[config.mk]
export PLATFORM = sky130hd
export DESIGN_NAME = rba_arbiter
export DESIGN_NICKNAME = d
export VERILOG_FILES = /design/src/rba_pkg.sv /design/src/rba_cmd_check.sv /design/src/rba_arbiter.sv
export SDC_FILE = /design/constraint.sdc
export NUM_CORES = 1
export LEC_CHECK = 0
export ABC_AREA = 1
export BUFFER_PORTS_ARGS = -buffer_cell sky130_fd_sc_hd__buf_2
export CORE_UTILIZATION = 35
export CTS_CLUSTER_SIZE = 24
export DETAILED_ROUTE_END_ITERATION = 6
export GPL_TIMING_DRIVEN = 0
export PLACE_DENSITY = 0.55
export SLEW_MARGIN = 20
export SYNTH_ARGS = -nofsm -noshare
export SYNTH_HDL_FRONTEND = slang
export SYNTH_SLANG_ARGS = --single-unit
[constraint.sdc]
create_clock -name mclk -period 3.02 [get_ports mclk]
set_clock_uncertainty 0.1 [all_clocks]
set_input_delay 0.302 -clock mclk [delete_from_list [all_inputs] [get_ports mclk]]
set_output_delay 0.302 -clock mclk [all_outputs]
set_load 0.05 [all_outputs]
[src/rba_pkg.sv]
`default_nettype none
package rba_pkg;

  // register table addresses
  localparam logic [15:0] ADDR_MODE_CFG   = 16'h0045;
  localparam logic [15:0] ADDR_COMM_TMO   = 16'h008C;
  localparam logic [15:0] ADDR_FS_BRIGHT  = 16'h008D;
  localparam logic [15:0] ADDR_REV_TMO    = 16'h00E2;
  localparam logic [15:0] ADDR_PORT_ORDER = 16'h0001;
  localparam logic [15:0] ADDR_BAUD_SEL   = 16'h0002;
  localparam logic [15:0] ADDR_SLAVE_ID   = 16'h0003;
  localparam logic [15:0] ADDR_STATUS     = 16'h0004;

  // remote_mode_config fields
  localparam int CFG_RUN_ORDER_BIT = 0;
  localparam int CFG_PREF_B1_BIT   = 1;
  localparam int CFG_REVERSE_BIT   = 3;
  localparam int CFG_FAILSAFE_BIT  = 5;

  // port order word: run flag and level
  localparam int ORDER_RUN_BIT = 8;

  // status word fields
  localparam int STS_RUN_BIT  = 8;
  localparam int STS_LOSS_BIT = 9;
  localparam int STS_SRC_LSB  = 12;

  // reset values and limits
  localparam logic [7:0]  MODE_CFG_RST  = 8'h00;
  localparam logic [15:0] COMM_TMO_RST  = 16'h00FA;
  localparam logic [15:0] FS_BRIGHT_RST = 16'h0003;
  localparam logic [15:0] REV_TMO_RST   = 16'h00FA;
  localparam logic [15:0] ORDER_RST     = 16'h0000;
  localparam logic [1:0]  BAUD_RST      = 2'h2;
  localparam logic [7:0]  SLAVE_ID_RST  = 8'h01;
  localparam logic [7:0]  SLAVE_ID_MIN  = 8'h01;
  localparam logic [7:0]  SLAVE_ID_MAX  = 8'hF9;
  localparam logic [15:0] FS_BRIGHT_MAX = 16'h0007;
  localparam logic [15:0] CNT_SAT       = 16'hFFFF;

  // baud codes 0..3: 2400, 4800, 9600, 19200
  localparam logic [1:0] BAUD_2400  = 2'h0;
  localparam logic [1:0] BAUD_19200 = 2'h3;

  // command functions, quantity limits and exceptions
  localparam logic [7:0] FN_READ_WORDS  = 8'h03;
  localparam logic [7:0] FN_WRITE_ONE   = 8'h06;
  localparam logic [7:0] FN_WRITE_MULTI = 8'h10;
  localparam logic [7:0] READ_QTY_MIN   = 8'h01;
  localparam logic [7:0] READ_QTY_MAX   = 8'h64;
  localparam logic [7:0] MULTI_QTY      = 8'h01;
  localparam logic [7:0] EXC_NONE       = 8'h00;
  localparam logic [7:0] EXC_BAD_FUNC   = 8'h01;
  localparam logic [7:0] EXC_BAD_ADDR   = 8'h02;
  localparam logic [7:0] EXC_BAD_VALUE  = 8'h03;

  localparam logic [15:0] NET_TCP_PORT = 16'h01F6;
  localparam logic [1:0]  MAX_SOCKETS  = 2'h2;

  // timing
  localparam int CLK_KHZ       = 250000;
  localparam int STOP_DELAY_MS = 200;
  localparam int TICK_MS       = 20;
  localparam int STOP_DELAY_CYC = STOP_DELAY_MS * CLK_KHZ;
  localparam int TICK_CYC       = TICK_MS * CLK_KHZ;

  typedef enum logic [3:0] {
    SRC_NONE     = 4'b0001,
    SRC_WIRE     = 4'b0010,
    SRC_PORT     = 4'b0100,
    SRC_FAILSAFE = 4'b1000
  } rba_src_e;

endpackage
`default_nettype wire

[src/rba_cmd_check.sv]
`timescale 1ns/1ps
`default_nettype none
// decodes one port request: address match, function, quantity, table address
module rba_cmd_check
  import rba_pkg::*;
(
  input  wire logic       valid,
  input  wire logic [7:0] unit,
  input  wire logic [7:0] func,
  input  wire logic [15:0] addr,
  input  wire logic [7:0] qty,
  input  wire logic [7:0] slave_id,
  output logic            for_us,
  output logic            is_read,
  output logic            is_write,
  output logic [7:0]      exc
);

  logic known;

  always_comb begin
    known = (addr == ADDR_MODE_CFG) || (addr == ADDR_COMM_TMO) || (addr == ADDR_FS_BRIGHT) ||
            (addr == ADDR_REV_TMO) || (addr == ADDR_PORT_ORDER) || (addr == ADDR_BAUD_SEL) ||
            (addr == ADDR_SLAVE_ID) || (addr == ADDR_STATUS);
    for_us   = valid && (unit == slave_id);
    is_read  = 1'b0;
    is_write = 1'b0;
    exc      = EXC_NONE;
    unique case (func)
      FN_READ_WORDS: begin
        if (qty < READ_QTY_MIN || qty > READ_QTY_MAX) exc = EXC_BAD_VALUE;
        else if (!known) exc = EXC_BAD_ADDR;
        else is_read = for_us;
      end
      FN_WRITE_ONE: begin
        if (!known) exc = EXC_BAD_ADDR;
        else is_write = for_us;
      end
      FN_WRITE_MULTI: begin
        if (qty != MULTI_QTY) exc = EXC_BAD_VALUE;
        else if (!known) exc = EXC_BAD_ADDR;
        else is_write = for_us;
      end
      default: exc = EXC_BAD_FUNC;
    endcase
  end

endmodule
`default_nettype wire

[src/rba_arbiter.sv]
`timescale 1ns/1ps
`default_nettype none
// How it works
// - config bit 0 picks direct or run-order wire mode; bit 1 picks preferred level
// - direct mode: any brightness input starts regulator at the highest active input's level
// - direct mode: stop 0.2 s after the last brightness input drops
// - run-order mode: run input alone starts at the preferred level
// - run-order mode: an added brightness input changes the level
// - run-order mode: releasing run stops at once, whatever the brightness inputs
// - preferred level resets to level zero
// - serial ports default to 9600 baud, slave id 1
// - baud from 2400 to 19200 in four steps, slave id 1 to 249
// - new baud or slave id applies only after a device reset
// - both ports share the table; the latest order wins, port 1's on a same-cycle pair
// - functions 3 (up to 100 words), 6 and 16 (one word); tcp port 502
// - each network interface accepts at most two clients
// - config bit 5 enables fail-safe level on comm loss or wire break
// - comm-loss timeout in 20 ms units, default 250
// - fail-safe level 0..7, 0 stops, default 3
// - standard priority: wires win, ports apply only while wires order stop
// - reverse priority: ports win until no request within the reverse timeout
// - config bit 3 picks standard or reverse priority, standard by default
module rba_arbiter
  import rba_pkg::*;
#(
  parameter int STOP_CYC = STOP_DELAY_CYC,
  parameter int TICK_LEN = TICK_CYC,
  parameter int NLEV     = 8
)(
  input  wire logic             mclk,
  input  wire logic             rst_n,
  input  wire logic             por_n,
  input  wire logic [NLEV-1:0]  bright_in,
  input  wire logic             run_in,
  input  wire logic             wire_link_ok,
  input  wire logic [1:0]       cmd_valid,
  input  wire logic [1:0][7:0]  cmd_unit,
  input  wire logic [1:0][7:0]  cmd_func,
  input  wire logic [1:0][15:0] cmd_addr,
  input  wire logic [1:0][7:0]  cmd_qty,
  input  wire logic [1:0][15:0] cmd_wdata,
  output logic [1:0]            rsp_valid,
  output logic [1:0][7:0]       rsp_exc,
  output logic [1:0][15:0]      rsp_data,
  input  wire logic [1:0]       sock_open,
  input  wire logic [1:0]       sock_close,
  output logic [1:0]            sock_grant,
  output logic [1:0]            sock_refuse,
  output logic [1:0]            baud_sel,
  output logic [7:0]            slave_id,
  output logic [15:0]           tcp_port,
  output logic                  current_regulator_run,
  output logic [2:0]            current_regulator_level,
  output logic                  comm_loss
);

  logic [7:0]       cfg_q;
  logic [15:0]      comm_tmo_q, fs_q, rev_tmo_q, order_q;
  logic [1:0]       baud_store_q, baud_q;
  logic [7:0]       id_store_q, id_q;
  logic             wire_run_q;
  logic [2:0]       wire_lvl_q;
  logic [31:0]      dly_q;
  logic [31:0]      tick_q;
  logic [15:0]      since_q;
  logic             out_run_q;
  logic [2:0]       out_lvl_q;
  rba_src_e         src_q, src_d;
  logic [1:0]       vrsp_q;
  logic [1:0][7:0]  exc_q;
  logic [1:0][15:0] data_q;
  logic [1:0][1:0]  sock_cnt_q;
  logic [1:0]       grant_q, refuse_q;
  logic [1:0]       for_us, is_rd, is_wr;
  logic [1:0][7:0]  chk_exc, exc_d;
  logic             any_in, tick, loss, port_fresh, fs_cond, run_d;
  logic [2:0]       hi_lvl, lvl_d;

  function automatic logic val_ok(input logic [15:0] a, input logic [15:0] v);
    val_ok = 1'b1;
    if (a == ADDR_FS_BRIGHT) val_ok = (v <= FS_BRIGHT_MAX);
    if (a == ADDR_BAUD_SEL) val_ok = (v[1:0] >= BAUD_2400) && (v[1:0] <= BAUD_19200) && (v[15:2] == '0);
    if (a == ADDR_SLAVE_ID) val_ok = (v >= {8'h00, SLAVE_ID_MIN}) && (v <= {8'h00, SLAVE_ID_MAX});
    if (a == ADDR_STATUS) val_ok = 1'b0;
  endfunction

  function automatic logic [15:0] rd_word(input logic [15:0] a);
    rd_word = '0;
    unique case (a)
      ADDR_MODE_CFG:   rd_word = {8'h00, cfg_q};
      ADDR_COMM_TMO:   rd_word = comm_tmo_q;
      ADDR_FS_BRIGHT:  rd_word = fs_q;
      ADDR_REV_TMO:    rd_word = rev_tmo_q;
      ADDR_PORT_ORDER: rd_word = order_q;
      ADDR_BAUD_SEL:   rd_word = {14'h0000, baud_store_q};
      ADDR_SLAVE_ID:   rd_word = {8'h00, id_store_q};
      ADDR_STATUS: begin
        rd_word[2:0] = out_lvl_q;
        rd_word[STS_RUN_BIT] = out_run_q;
        rd_word[STS_LOSS_BIT] = loss;
        rd_word[STS_SRC_LSB +: 4] = src_q;
      end
      default: rd_word = '0;
    endcase
  endfunction

  for (genvar p = 0; p < 2; p++) begin : g_chk
    rba_cmd_check u_chk (
      .valid    (cmd_valid[p]),
      .unit     (cmd_unit[p]),
      .func     (cmd_func[p]),
      .addr     (cmd_addr[p]),
      .qty      (cmd_qty[p]),
      .slave_id (id_q),
      .for_us   (for_us[p]),
      .is_read  (is_rd[p]),
      .is_write (is_wr[p]),
      .exc      (chk_exc[p])
    );
    assign exc_d[p] = (chk_exc[p] != EXC_NONE) ? chk_exc[p] :
                      (is_wr[p] && !val_ok(cmd_addr[p], cmd_wdata[p])) ? EXC_BAD_VALUE : EXC_NONE;
  end

  always_comb begin
    hi_lvl = '0;
    for (int i = 0; i < NLEV; i++) begin
      if (bright_in[i]) hi_lvl = 3'(i);
    end
    any_in = |bright_in;
  end

  // table writes; port 1 is taken after port 0 so a same-cycle pair keeps port 1's word
  always_ff @(posedge mclk) begin
    if (!rst_n) begin
      cfg_q      <= MODE_CFG_RST;
      comm_tmo_q <= COMM_TMO_RST;
      fs_q       <= FS_BRIGHT_RST;
      rev_tmo_q  <= REV_TMO_RST;
      order_q    <= ORDER_RST;
    end else begin
      for (int p = 0; p < 2; p++) begin
        if (is_wr[p] && exc_d[p] == EXC_NONE) begin
          unique case (cmd_addr[p])
            ADDR_MODE_CFG:   cfg_q <= cmd_wdata[p][7:0];
            ADDR_COMM_TMO:   comm_tmo_q <= cmd_wdata[p];
            ADDR_FS_BRIGHT:  fs_q <= cmd_wdata[p];
            ADDR_REV_TMO:    rev_tmo_q <= cmd_wdata[p];
            ADDR_PORT_ORDER: order_q <= cmd_wdata[p];
            default: ;
          endcase
        end
      end
    end
  end

  // stored serial settings survive device reset; only power-on clears them
  always_ff @(posedge mclk) begin
    if (!por_n) begin
      baud_store_q <= BAUD_RST;
      id_store_q   <= SLAVE_ID_RST;
    end else begin
      for (int p = 0; p < 2; p++) begin
        if (is_wr[p] && exc_d[p] == EXC_NONE && cmd_addr[p] == ADDR_BAUD_SEL) baud_store_q <= cmd_wdata[p][1:0];
        if (is_wr[p] && exc_d[p] == EXC_NONE && cmd_addr[p] == ADDR_SLAVE_ID) id_store_q <= cmd_wdata[p][7:0];
      end
    end
  end

  // active settings follow the stored ones only while device reset is held
  always_ff @(posedge mclk) begin
    if (!por_n) begin
      baud_q <= BAUD_RST;
      id_q   <= SLAVE_ID_RST;
    end else if (!rst_n) begin
      baud_q <= baud_store_q;
      id_q   <= id_store_q;
    end
  end

  always_ff @(posedge mclk) begin
    if (!rst_n) begin
      vrsp_q <= '0;
      exc_q  <= '0;
      data_q <= '0;
    end else begin
      for (int p = 0; p < 2; p++) begin
        vrsp_q[p] <= for_us[p];
        exc_q[p]  <= exc_d[p];
        data_q[p] <= is_rd[p] ? rd_word(cmd_addr[p]) : cmd_wdata[p];
      end
    end
  end

  // client sockets per network interface
  always_ff @(posedge mclk) begin
    if (!rst_n) begin
      sock_cnt_q <= '0;
      grant_q    <= '0;
      refuse_q   <= '0;
    end else begin
      for (int n = 0; n < 2; n++) begin
        grant_q[n]  <= sock_open[n] && (sock_cnt_q[n] < MAX_SOCKETS || sock_close[n]);
        refuse_q[n] <= sock_open[n] && sock_cnt_q[n] >= MAX_SOCKETS && !sock_close[n];
        if (sock_open[n] && !sock_close[n] && sock_cnt_q[n] < MAX_SOCKETS) sock_cnt_q[n] <= sock_cnt_q[n] + 2'h1;
        else if (sock_close[n] && !sock_open[n] && sock_cnt_q[n] != 2'h0) sock_cnt_q[n] <= sock_cnt_q[n] - 2'h1;
      end
    end
  end

  // wire control
  always_ff @(posedge mclk) begin
    if (!rst_n) begin
      wire_run_q <= 1'b0;
      wire_lvl_q <= '0;
      dly_q      <= '0;
    end else if (cfg_q[CFG_RUN_ORDER_BIT]) begin
      dly_q      <= '0;
      wire_run_q <= run_in;
      wire_lvl_q <= any_in ? hi_lvl : {2'b00, cfg_q[CFG_PREF_B1_BIT]};
    end else if (any_in) begin
      dly_q      <= '0;
      wire_run_q <= 1'b1;
      wire_lvl_q <= hi_lvl;
    end else if (wire_run_q) begin
      dly_q <= dly_q + 32'd1;
      if (dly_q == 32'(STOP_CYC - 1)) wire_run_q <= 1'b0;
    end
  end

  // 20 ms ticks since the last request addressed to this device
  always_ff @(posedge mclk) begin
    if (!rst_n) begin
      tick_q  <= '0;
      since_q <= CNT_SAT;
    end else if (|for_us) begin
      tick_q  <= '0;
      since_q <= '0;
    end else begin
      tick_q <= tick ? '0 : tick_q + 32'd1;
      if (tick && since_q != CNT_SAT) since_q <= since_q + 16'h0001;
    end
  end

  always_comb begin
    tick       = (tick_q == 32'(TICK_LEN - 1));
    loss       = (comm_tmo_q != '0) && (since_q >= comm_tmo_q);
    port_fresh = since_q < rev_tmo_q;
    fs_cond    = cfg_q[CFG_FAILSAFE_BIT] && (loss || !wire_link_ok);
    src_d      = SRC_WIRE;
    run_d      = wire_run_q;
    lvl_d      = wire_lvl_q;
    if (fs_cond) begin
      src_d = SRC_FAILSAFE;
      run_d = (fs_q != '0);
      lvl_d = fs_q[2:0];
    end else if (cfg_q[CFG_REVERSE_BIT] ? port_fresh : !wire_run_q) begin
      src_d = SRC_PORT;
      run_d = order_q[ORDER_RUN_BIT];
      lvl_d = order_q[2:0];
    end
    if (!run_d) src_d = SRC_NONE;
  end

  always_ff @(posedge mclk) begin
    if (!rst_n) begin
      out_run_q <= 1'b0;
      out_lvl_q <= '0;
      src_q     <= SRC_NONE;
    end else begin
      out_run_q <= run_d;
      out_lvl_q <= lvl_d;
      src_q     <= src_d;
    end
  end

  assign rsp_valid               = vrsp_q;
  assign rsp_exc                 = exc_q;
  assign rsp_data                = data_q;
  assign sock_grant              = grant_q;
  assign sock_refuse             = refuse_q;
  assign baud_sel                = baud_q;
  assign slave_id                = id_q;
  assign tcp_port                = NET_TCP_PORT;
  assign current_regulator_run   = out_run_q;
  assign current_regulator_level = out_lvl_q;
  assign comm_loss               = loss;

  chk_direct_start: assert property (@(posedge mclk) disable iff (!rst_n)
    !cfg_q[CFG_RUN_ORDER_BIT] && any_in |=> wire_run_q && wire_lvl_q == $past(hi_lvl))
    else $error("direct input did not start at its level");
  chk_stop_delay: assert property (@(posedge mclk) disable iff (!rst_n)
    $fell(wire_run_q) && !$past(cfg_q[CFG_RUN_ORDER_BIT]) |-> $past(dly_q) == 32'(STOP_CYC - 1))
    else $error("direct stop not after the stop delay");
  chk_order_stop: assert property (@(posedge mclk) disable iff (!rst_n)
    cfg_q[CFG_RUN_ORDER_BIT] && !run_in |=> !wire_run_q)
    else $error("run release did not stop");
  chk_order_pref: assert property (@(posedge mclk) disable iff (!rst_n)
    cfg_q[CFG_RUN_ORDER_BIT] && run_in && !any_in |=> wire_lvl_q == {2'b00, $past(cfg_q[CFG_PREF_B1_BIT])})
    else $error("run without level not at preferred level");
  chk_last_order: assert property (@(posedge mclk) disable iff (!rst_n)
    &is_wr && cmd_addr[0] == ADDR_PORT_ORDER && cmd_addr[1] == ADDR_PORT_ORDER && exc_d == '0
    |=> order_q == $past(cmd_wdata[1]))
    else $error("same-cycle order pair not resolved to port 1");
  chk_sock_limit: assert property (@(posedge mclk) disable iff (!rst_n)
    sock_open[0] && !sock_close[0] && sock_cnt_q[0] == MAX_SOCKETS |=> sock_refuse[0] && !sock_grant[0] ##1 sock_cnt_q[0] == MAX_SOCKETS)
    else $error("third client accepted");
  chk_failsafe_out: assert property (@(posedge mclk) disable iff (!rst_n)
    fs_cond |=> current_regulator_level == $past(fs_q[2:0]) && current_regulator_run == ($past(fs_q) != '0))
    else $error("fail-safe level not driven");
  chk_wire_wins: assert property (@(posedge mclk) disable iff (!rst_n)
    !fs_cond && !cfg_q[CFG_REVERSE_BIT] && wire_run_q |=> current_regulator_run && current_regulator_level == $past(wire_lvl_q))
    else $error("port overrode wire under standard priority");
  chk_multi_qty: assert property (@(posedge mclk) disable iff (!rst_n)
    for_us[0] && cmd_func[0] == FN_WRITE_MULTI && cmd_qty[0] != MULTI_QTY |=> rsp_valid[0] && rsp_exc[0] == EXC_BAD_VALUE)
    else $error("multi-word write not refused");

endmodule
`default_nettype wire

Word level (Yosys, flattened, before mapping). Cells that the tools add are included.

Flip-flop bits (word level): 242. Bits of input ports: 131.

Add/subtract/negate cells: 7. Order comparisons: 20. Equal/unequal tests: 29. Mux-type cells: 93. Bitwise gates (word level): 2. Reductions and logical operators: 82.

Operator list (count): $mux W16 (20); $eq A16 B8 Y1 const B (6); $mux W8 (11); $add A32 B1 Y32 const B (2); $eq A16 B2 Y1 const B (4); $pmux W5 S6 (2); $pmux W3 S8 (2); $pmux W8 S3 (2); $pmux W4 S5 (2); $mux W3 (12); $logic_and A1 B1 Y1 (33); $eq A16 B1 Y1 const B (2); $eq A16 B3 Y1 const B (2); $eq A16 B7 Y1 const B (2); $eq A32 B23 Y1 const B (1); $eq A32 B26 Y1 const B (1); $ge A16 B1 Y1 const B (2); $le A16 B3 Y1 const B (2); $le A16 B8 Y1 const B (2); $reduce_bool A16 Y1 (2); $logic_not A14 Y1 (2); $mux W1 (24); $mux W2 (11); $pmux W2 S5 (2); other kinds (32) (82).

Logic depth before layout (Yosys ltp).
Depth in word-level cells: 19. Gate-level depth with buffers: 19.

Modules after synthesis. From an unflattened synthesis, not the netlist that was laid out.

Cells, all modules: 2338. Area, all modules: 15074.5 sq um.

By module, submodules not included: rba_arbiter (times used 1, cells each 2099, area an instance 13915.8 sq um); rba_cmd_check (g_chk[1].u_chk) (times used 1, cells each 119, area an instance 604.3 sq um); rba_cmd_check (g_chk[0].u_chk) (times used 1, cells each 120, area an instance 554.3 sq um).

Least setup slack after synthesis. No wires, ideal clock.

Path kind: register -> register. Start: reg id_q[4] (netlist: slave_id[4]). End: reg cfg_q[1]. Setup time: 113 ps. Arrival time: 2387 ps. Path slack: 420 ps. Cell stages (with the launch flop): 15. Path through: dfxtp_1 -> inv_1 -> nand2_1 -> o21ai_0 -> nor2_1 -> nand3_1 -> nor2_1 -> nand3_2 -> nor2_4 -> nand4_4 -> or2_1 -> buf_6 -> buf_6 -> nor2_1 -> nor2_1.

Longest elaborated chain between the ends: 13. Elaborated cells on any way between the ends: 23. Classes of those cells: 2 x eq/ne; 13 x mux; 8 x reduce/logical.

Ends and longest elaborated chain: from (decl) (RTL line rba_arbiter.sv:60) `logic [7:0] id_store_q, id_q;`; from (signal assigned) (RTL line rba_arbiter.sv:176) `id_q <= id_store_q;`; $eq A8 B8 Y1 (RTL line rba_cmd_check.sv:25) `for_us = valid && (unit == slave_id);`; $logic_and A1 B1 Y1 (RTL line rba_cmd_check.sv:25); $mux W1 (RTL line rba_cmd_check.sv:36, rba_cmd_check.sv:41); $mux W1 (RTL line rba_cmd_check.sv:40) `if (qty != MULTI_QTY) exc = EXC_BAD_VALUE;`; $pmux W1 S2 (RTL line rba_cmd_check.sv:29) `unique case (func)`; $logic_and A1 B1 Y1 (RTL line rba_arbiter.sv:121) `(is_wr[p] && !val_ok(cmd_addr[p], cmd_wdata[p])) ? EXC_BAD_VALUE : EXC_NONE;`; $mux W2 (RTL line rba_arbiter.sv:121); $mux W8 (RTL line rba_arbiter.sv:120) `assign exc_d[p] = (chk_exc[p] != EXC_NONE) ? chk_exc[p] :`; $logic_not A8 Y1 (RTL line rba_arbiter.sv:142) `if (is_wr[p] && exc_d[p] == EXC_NONE) begin`; $logic_and A1 B1 Y1 (RTL line rba_arbiter.sv:142); $mux W8 (RTL line rba_arbiter.sv:142); $mux W8 (RTL line rba_arbiter.sv:143) `unique case (cmd_addr[p])`; $mux W8 * (RTL line rba_arbiter.sv:142); to (signal assigned) (RTL line rba_arbiter.sv:144) `ADDR_MODE_CFG: cfg_q <= cmd_wdata[p][7:0];`; to (decl) (RTL line rba_arbiter.sv:57) `logic [7:0] cfg_q;`.

Every way passes the cells marked *; elsewhere a longest branch is shown, timed or not. A chain may end at the register's enable or synchronous reset.

Worst setup path after layout.
Start: reg comm_tmo_q[14]. End: out comm_loss.

Longest elaborated chain between the ends: 2. Elaborated cells on any way between the ends: 3. Classes of those cells: 1 x order compare; 2 x reduce/logical.

Ends and longest elaborated chain: from (decl) (RTL line rba_arbiter.sv:58) `logic [15:0] comm_tmo_q, fs_q, rev_tmo_q, order_q;`; from (signal assigned) (RTL line rba_arbiter.sv:145) `ADDR_COMM_TMO: comm_tmo_q <= cmd_wdata[p];`; $ge A16 B16 Y1 or $reduce_bool A16 Y1 (tied branches) (RTL line rba_arbiter.sv:246) `loss = (comm_tmo_q != '0) && (since_q >= comm_tmo_q);`; $logic_and A1 B1 Y1 * (RTL line rba_arbiter.sv:246); to (decl) (RTL line rba_arbiter.sv:54) `output logic comm_loss`.

Marked as above.

==> metrics.cfg <==
[routing]
vias = 15900
drc_errors = 0
first_pass_iters = 6
drtAntennaViolNets = 0
wl_per_cell_um = 18.6
drt_iter0_markers = 1205
viasPerCell = 5.29
wl_um = 55700

[yosys]
synth_compound_area_share_pct = 16.5
ys_ff_latch = 230
synth_top_area_share_pct = 32.4
ys_types = 58
post-synth-top-count-cell = nand2_1
avgSynthCellArea_um2 = 6.52
synth-simple-area-share_pct = 34.3
synthAdderAreaFrac_pct = 2.99
synth_cells = 2183
synth_edf_count = 0
synth_top_family_by_area = simple AND/OR/NAND/NOR gates
synth-seq-area-share_pct = 32.4
syn_area_um2 = 14200
ys_async_sr_fraction_pct = 0
yosys.area.top_type = dfxtp_1
synth_common_cells = 419 x nand2_1, 310 x inv_1, 261 x nor2_1, 230 x dfxtp_1, 174 x nand3_1
synth_mux_area_share_pct = 0
synth_flop_cell = dfxtp_1
yosys_warnings = 0
synth_xor_area_share_pct = 1.66
synth_area_leaders = dfxtp_1 32%, nand2_1 11%, inv_1 8.2%

[clock_tree]
cts.sinks = 230
htreeDepth = 1
root_buffer = clkbuf_16
clk_path_buf_depth = 3
cts_tree = built
path_clk_slew_ns = 0.06
clock_latency_ns = 0.57
cts_buffers = 29
post_cts_buffers = 0

[layout]
synthToLayoutAreaGrowth_pct = 21.4
drive_above_1_share_pct = 14.0
fin_nets = 2620
final_core_util_pct = 43.3

[floorplanning]
die_area_um2 = 41500
die_y_um = 204
die_x_um = 204
io_pins = 216
start_util_pct = 35.7
rows = 73
core_um2 = 39900

[flow_run]
maxCapViolCount = 0

[global_routing]
antenna_found_initial = 2
track_usage_pct = 26.4
grt_pass1_wl_um = 84600
grt_pass1_vias = 14900
overflow = 0
grt_max_degree = 14

[timing]
max_clock_freq_ghz = 0.354
fin_crit_sh_pct = 93.6
worst_pin_slew_ns = 0.838
setup-tns-final_ns = 0
relSlewSlack_pct = 44.1
maxSlewViolCount = 0
hold_viol = 0
fin_crit_ns = 2.83
setup_viol = 0
fin_ws_ns = 0.194
hold_slack_ns = 0.0159

[worst_setup_path]
critPathMaxFanout = 4
crit_chain = inv_1, ha_1, nand2_1, inv_1, nand3_1, nor3_1, nand3_1, nand3_1, nand2_2, inv_1, clkbuf_4
cp.required_ns = 2.62
end_kind = output port
cp_slowest_stage_delay_ns = 0.37
cp.arrival_ns = 2.42
startpoint_type = flop
worst_path_max_delay_cell = dfxtp_1
crit_type = flop to output port

[pwr]
powerDensity_nw_per_um2 = 438
peakVddDrop_uv = 426
p_leak_nw = 8.21

[min_path]
min_path_type = input port to flop

[placed_design]
place_congestion = 0.985
dpl.hpwl_um = 43700
port_buffers = 181
dp_slack_ns = -0.268

[status]
status = finished, final reports clean

-- power by group --
group	switching, W	internal [W]	leakage (nW)
Clock	0.00143	0.00222	0.491
Sequential	0.0000297	0.00308	1.87
Combinational	0.000565	0.000240	5.85
-- worst max-delay path, delay by kind of cell (launching register included) --
kind          cells  cell delay (ns)
buf+inv           4             0.46
simple gates      6             0.73
flops             1             0.37
fa+ha+maj         1             0.29
-- final timing paths --
check / startpoint / end / slack (ns) / depth (start not counted)
setup / recovery: comm_tmo_q[14]$_SDFF_PN0_ / comm_loss / 0.19 / 11
hold / removal: cmd_wdata[24] / order_q[8]$_SDFF_PN0_ / 0.02 / 3
setup reg to reg: slave_id[4]$_SDFFE_PN0N_ / order_q[15]$_SDFF_PN0_ / 0.25 / 14
hold reg to reg: tick_q[0]$_SDFF_PP0_ / tick_q[0]$_SDFF_PP0_ / 0.35 / 1
-- per-stage QoR --
| stage | std cells | cell area [µm²] | power (W) |
|---|---|---|---|
| 6_report | 3001 | 17300 | 0.00756 |
| 3_5_place_dp | 2915 | 15900 | 0.00394 |
| 4_1_cts | 3000 | 17200 | 0.00763 |
| 3_3_place_gp | 2915 | 15900 | 0.00393 |
| 5_1_grt | 3000 | 17300 | 0.00783 |
| 2_1_floorplan | 2209 | 14300 | 0.00366 |
-- registers in the layout (all words and copies together) (netlist names), 3 cells and up --
signal,flops
cfg_q,8
comm_tmo_q,16
current_regulator_level,3
dly_q,32
fs_q,16
id_store_q,8
order_q,16
rev_tmo_q,16
rsp_data,32
rsp_exc,4
since_q,16
slave_id,8
sock_cnt_q,4
src_q,4
tick_q,32
wire_lvl_q,3
-- layout by cell type, fill, tap and decap left out, types with 13 or more instances in the layout --
cell type / instances
a211oi_1: 14
a21oi_1: 140
buf_2: 193
buf_4: 31
clkbuf_1: 42
clkbuf_16: 29
conb_1: 28
dfxtp_1: 230
dlygate4sd3_1: 34
ha_1: 34
inv_1: 310
nand2_1: 417
nand2_2: 13
nand3_1: 174
nand4_1: 64
nor2_1: 254
nor2_2: 13
nor3_1: 67
nor4_1: 26
o211ai_1: 18
o21ai_0: 96
o21ai_1: 22
o22ai_1: 55
xor2_1: 17
-- kinds of logic (layout without fill, tap and decap cells) --
| logic type | count (synthesis) | in the layout |
|---|---|---|
| xor gates and xnor gates | 27 | 27 |
| adders and majority gates | 34 | 34 |
| DFF | 230 | 230 |
| other | 2 | 29 |
| buffers and inverters | 409 | 675 |
| and+or+nand+nor | 1076 | 1076 |
| AOI/OAI and AO/OA | 405 | 405 |
-- final cells by class --
class                           count  area (µm²)
Multi-Input combinational cell   1570        8040
Tap cell                          525         657
Timing Repair Buffer              215        1250
Inverter                          319        1200
Fill cell                        4211       22600
Buffer                             90         531
Sequential cell                   230        4600
Clock inverter                     13         180
Clock buffer                       38         810
Antenna cell                        1        2.50
-- layer usage --
layer  global-route usage, %  share of wire (%)  up-vias
li1                        -                  -     7775
met3                    3.98                6.7      142
met1                    33.0                 43     7319
met5                       0              0.038        -
met2                    44.0                 46      630
met4                    13.2                4.9        4
-- what timing repair did --
action,CTS,global route
setup endpoints to repair,32,39
hold buffers,34,0
endpoints found under the hold margin,42,0
gates resized for setup,1,14
Power figures use the tool's default switching activity.
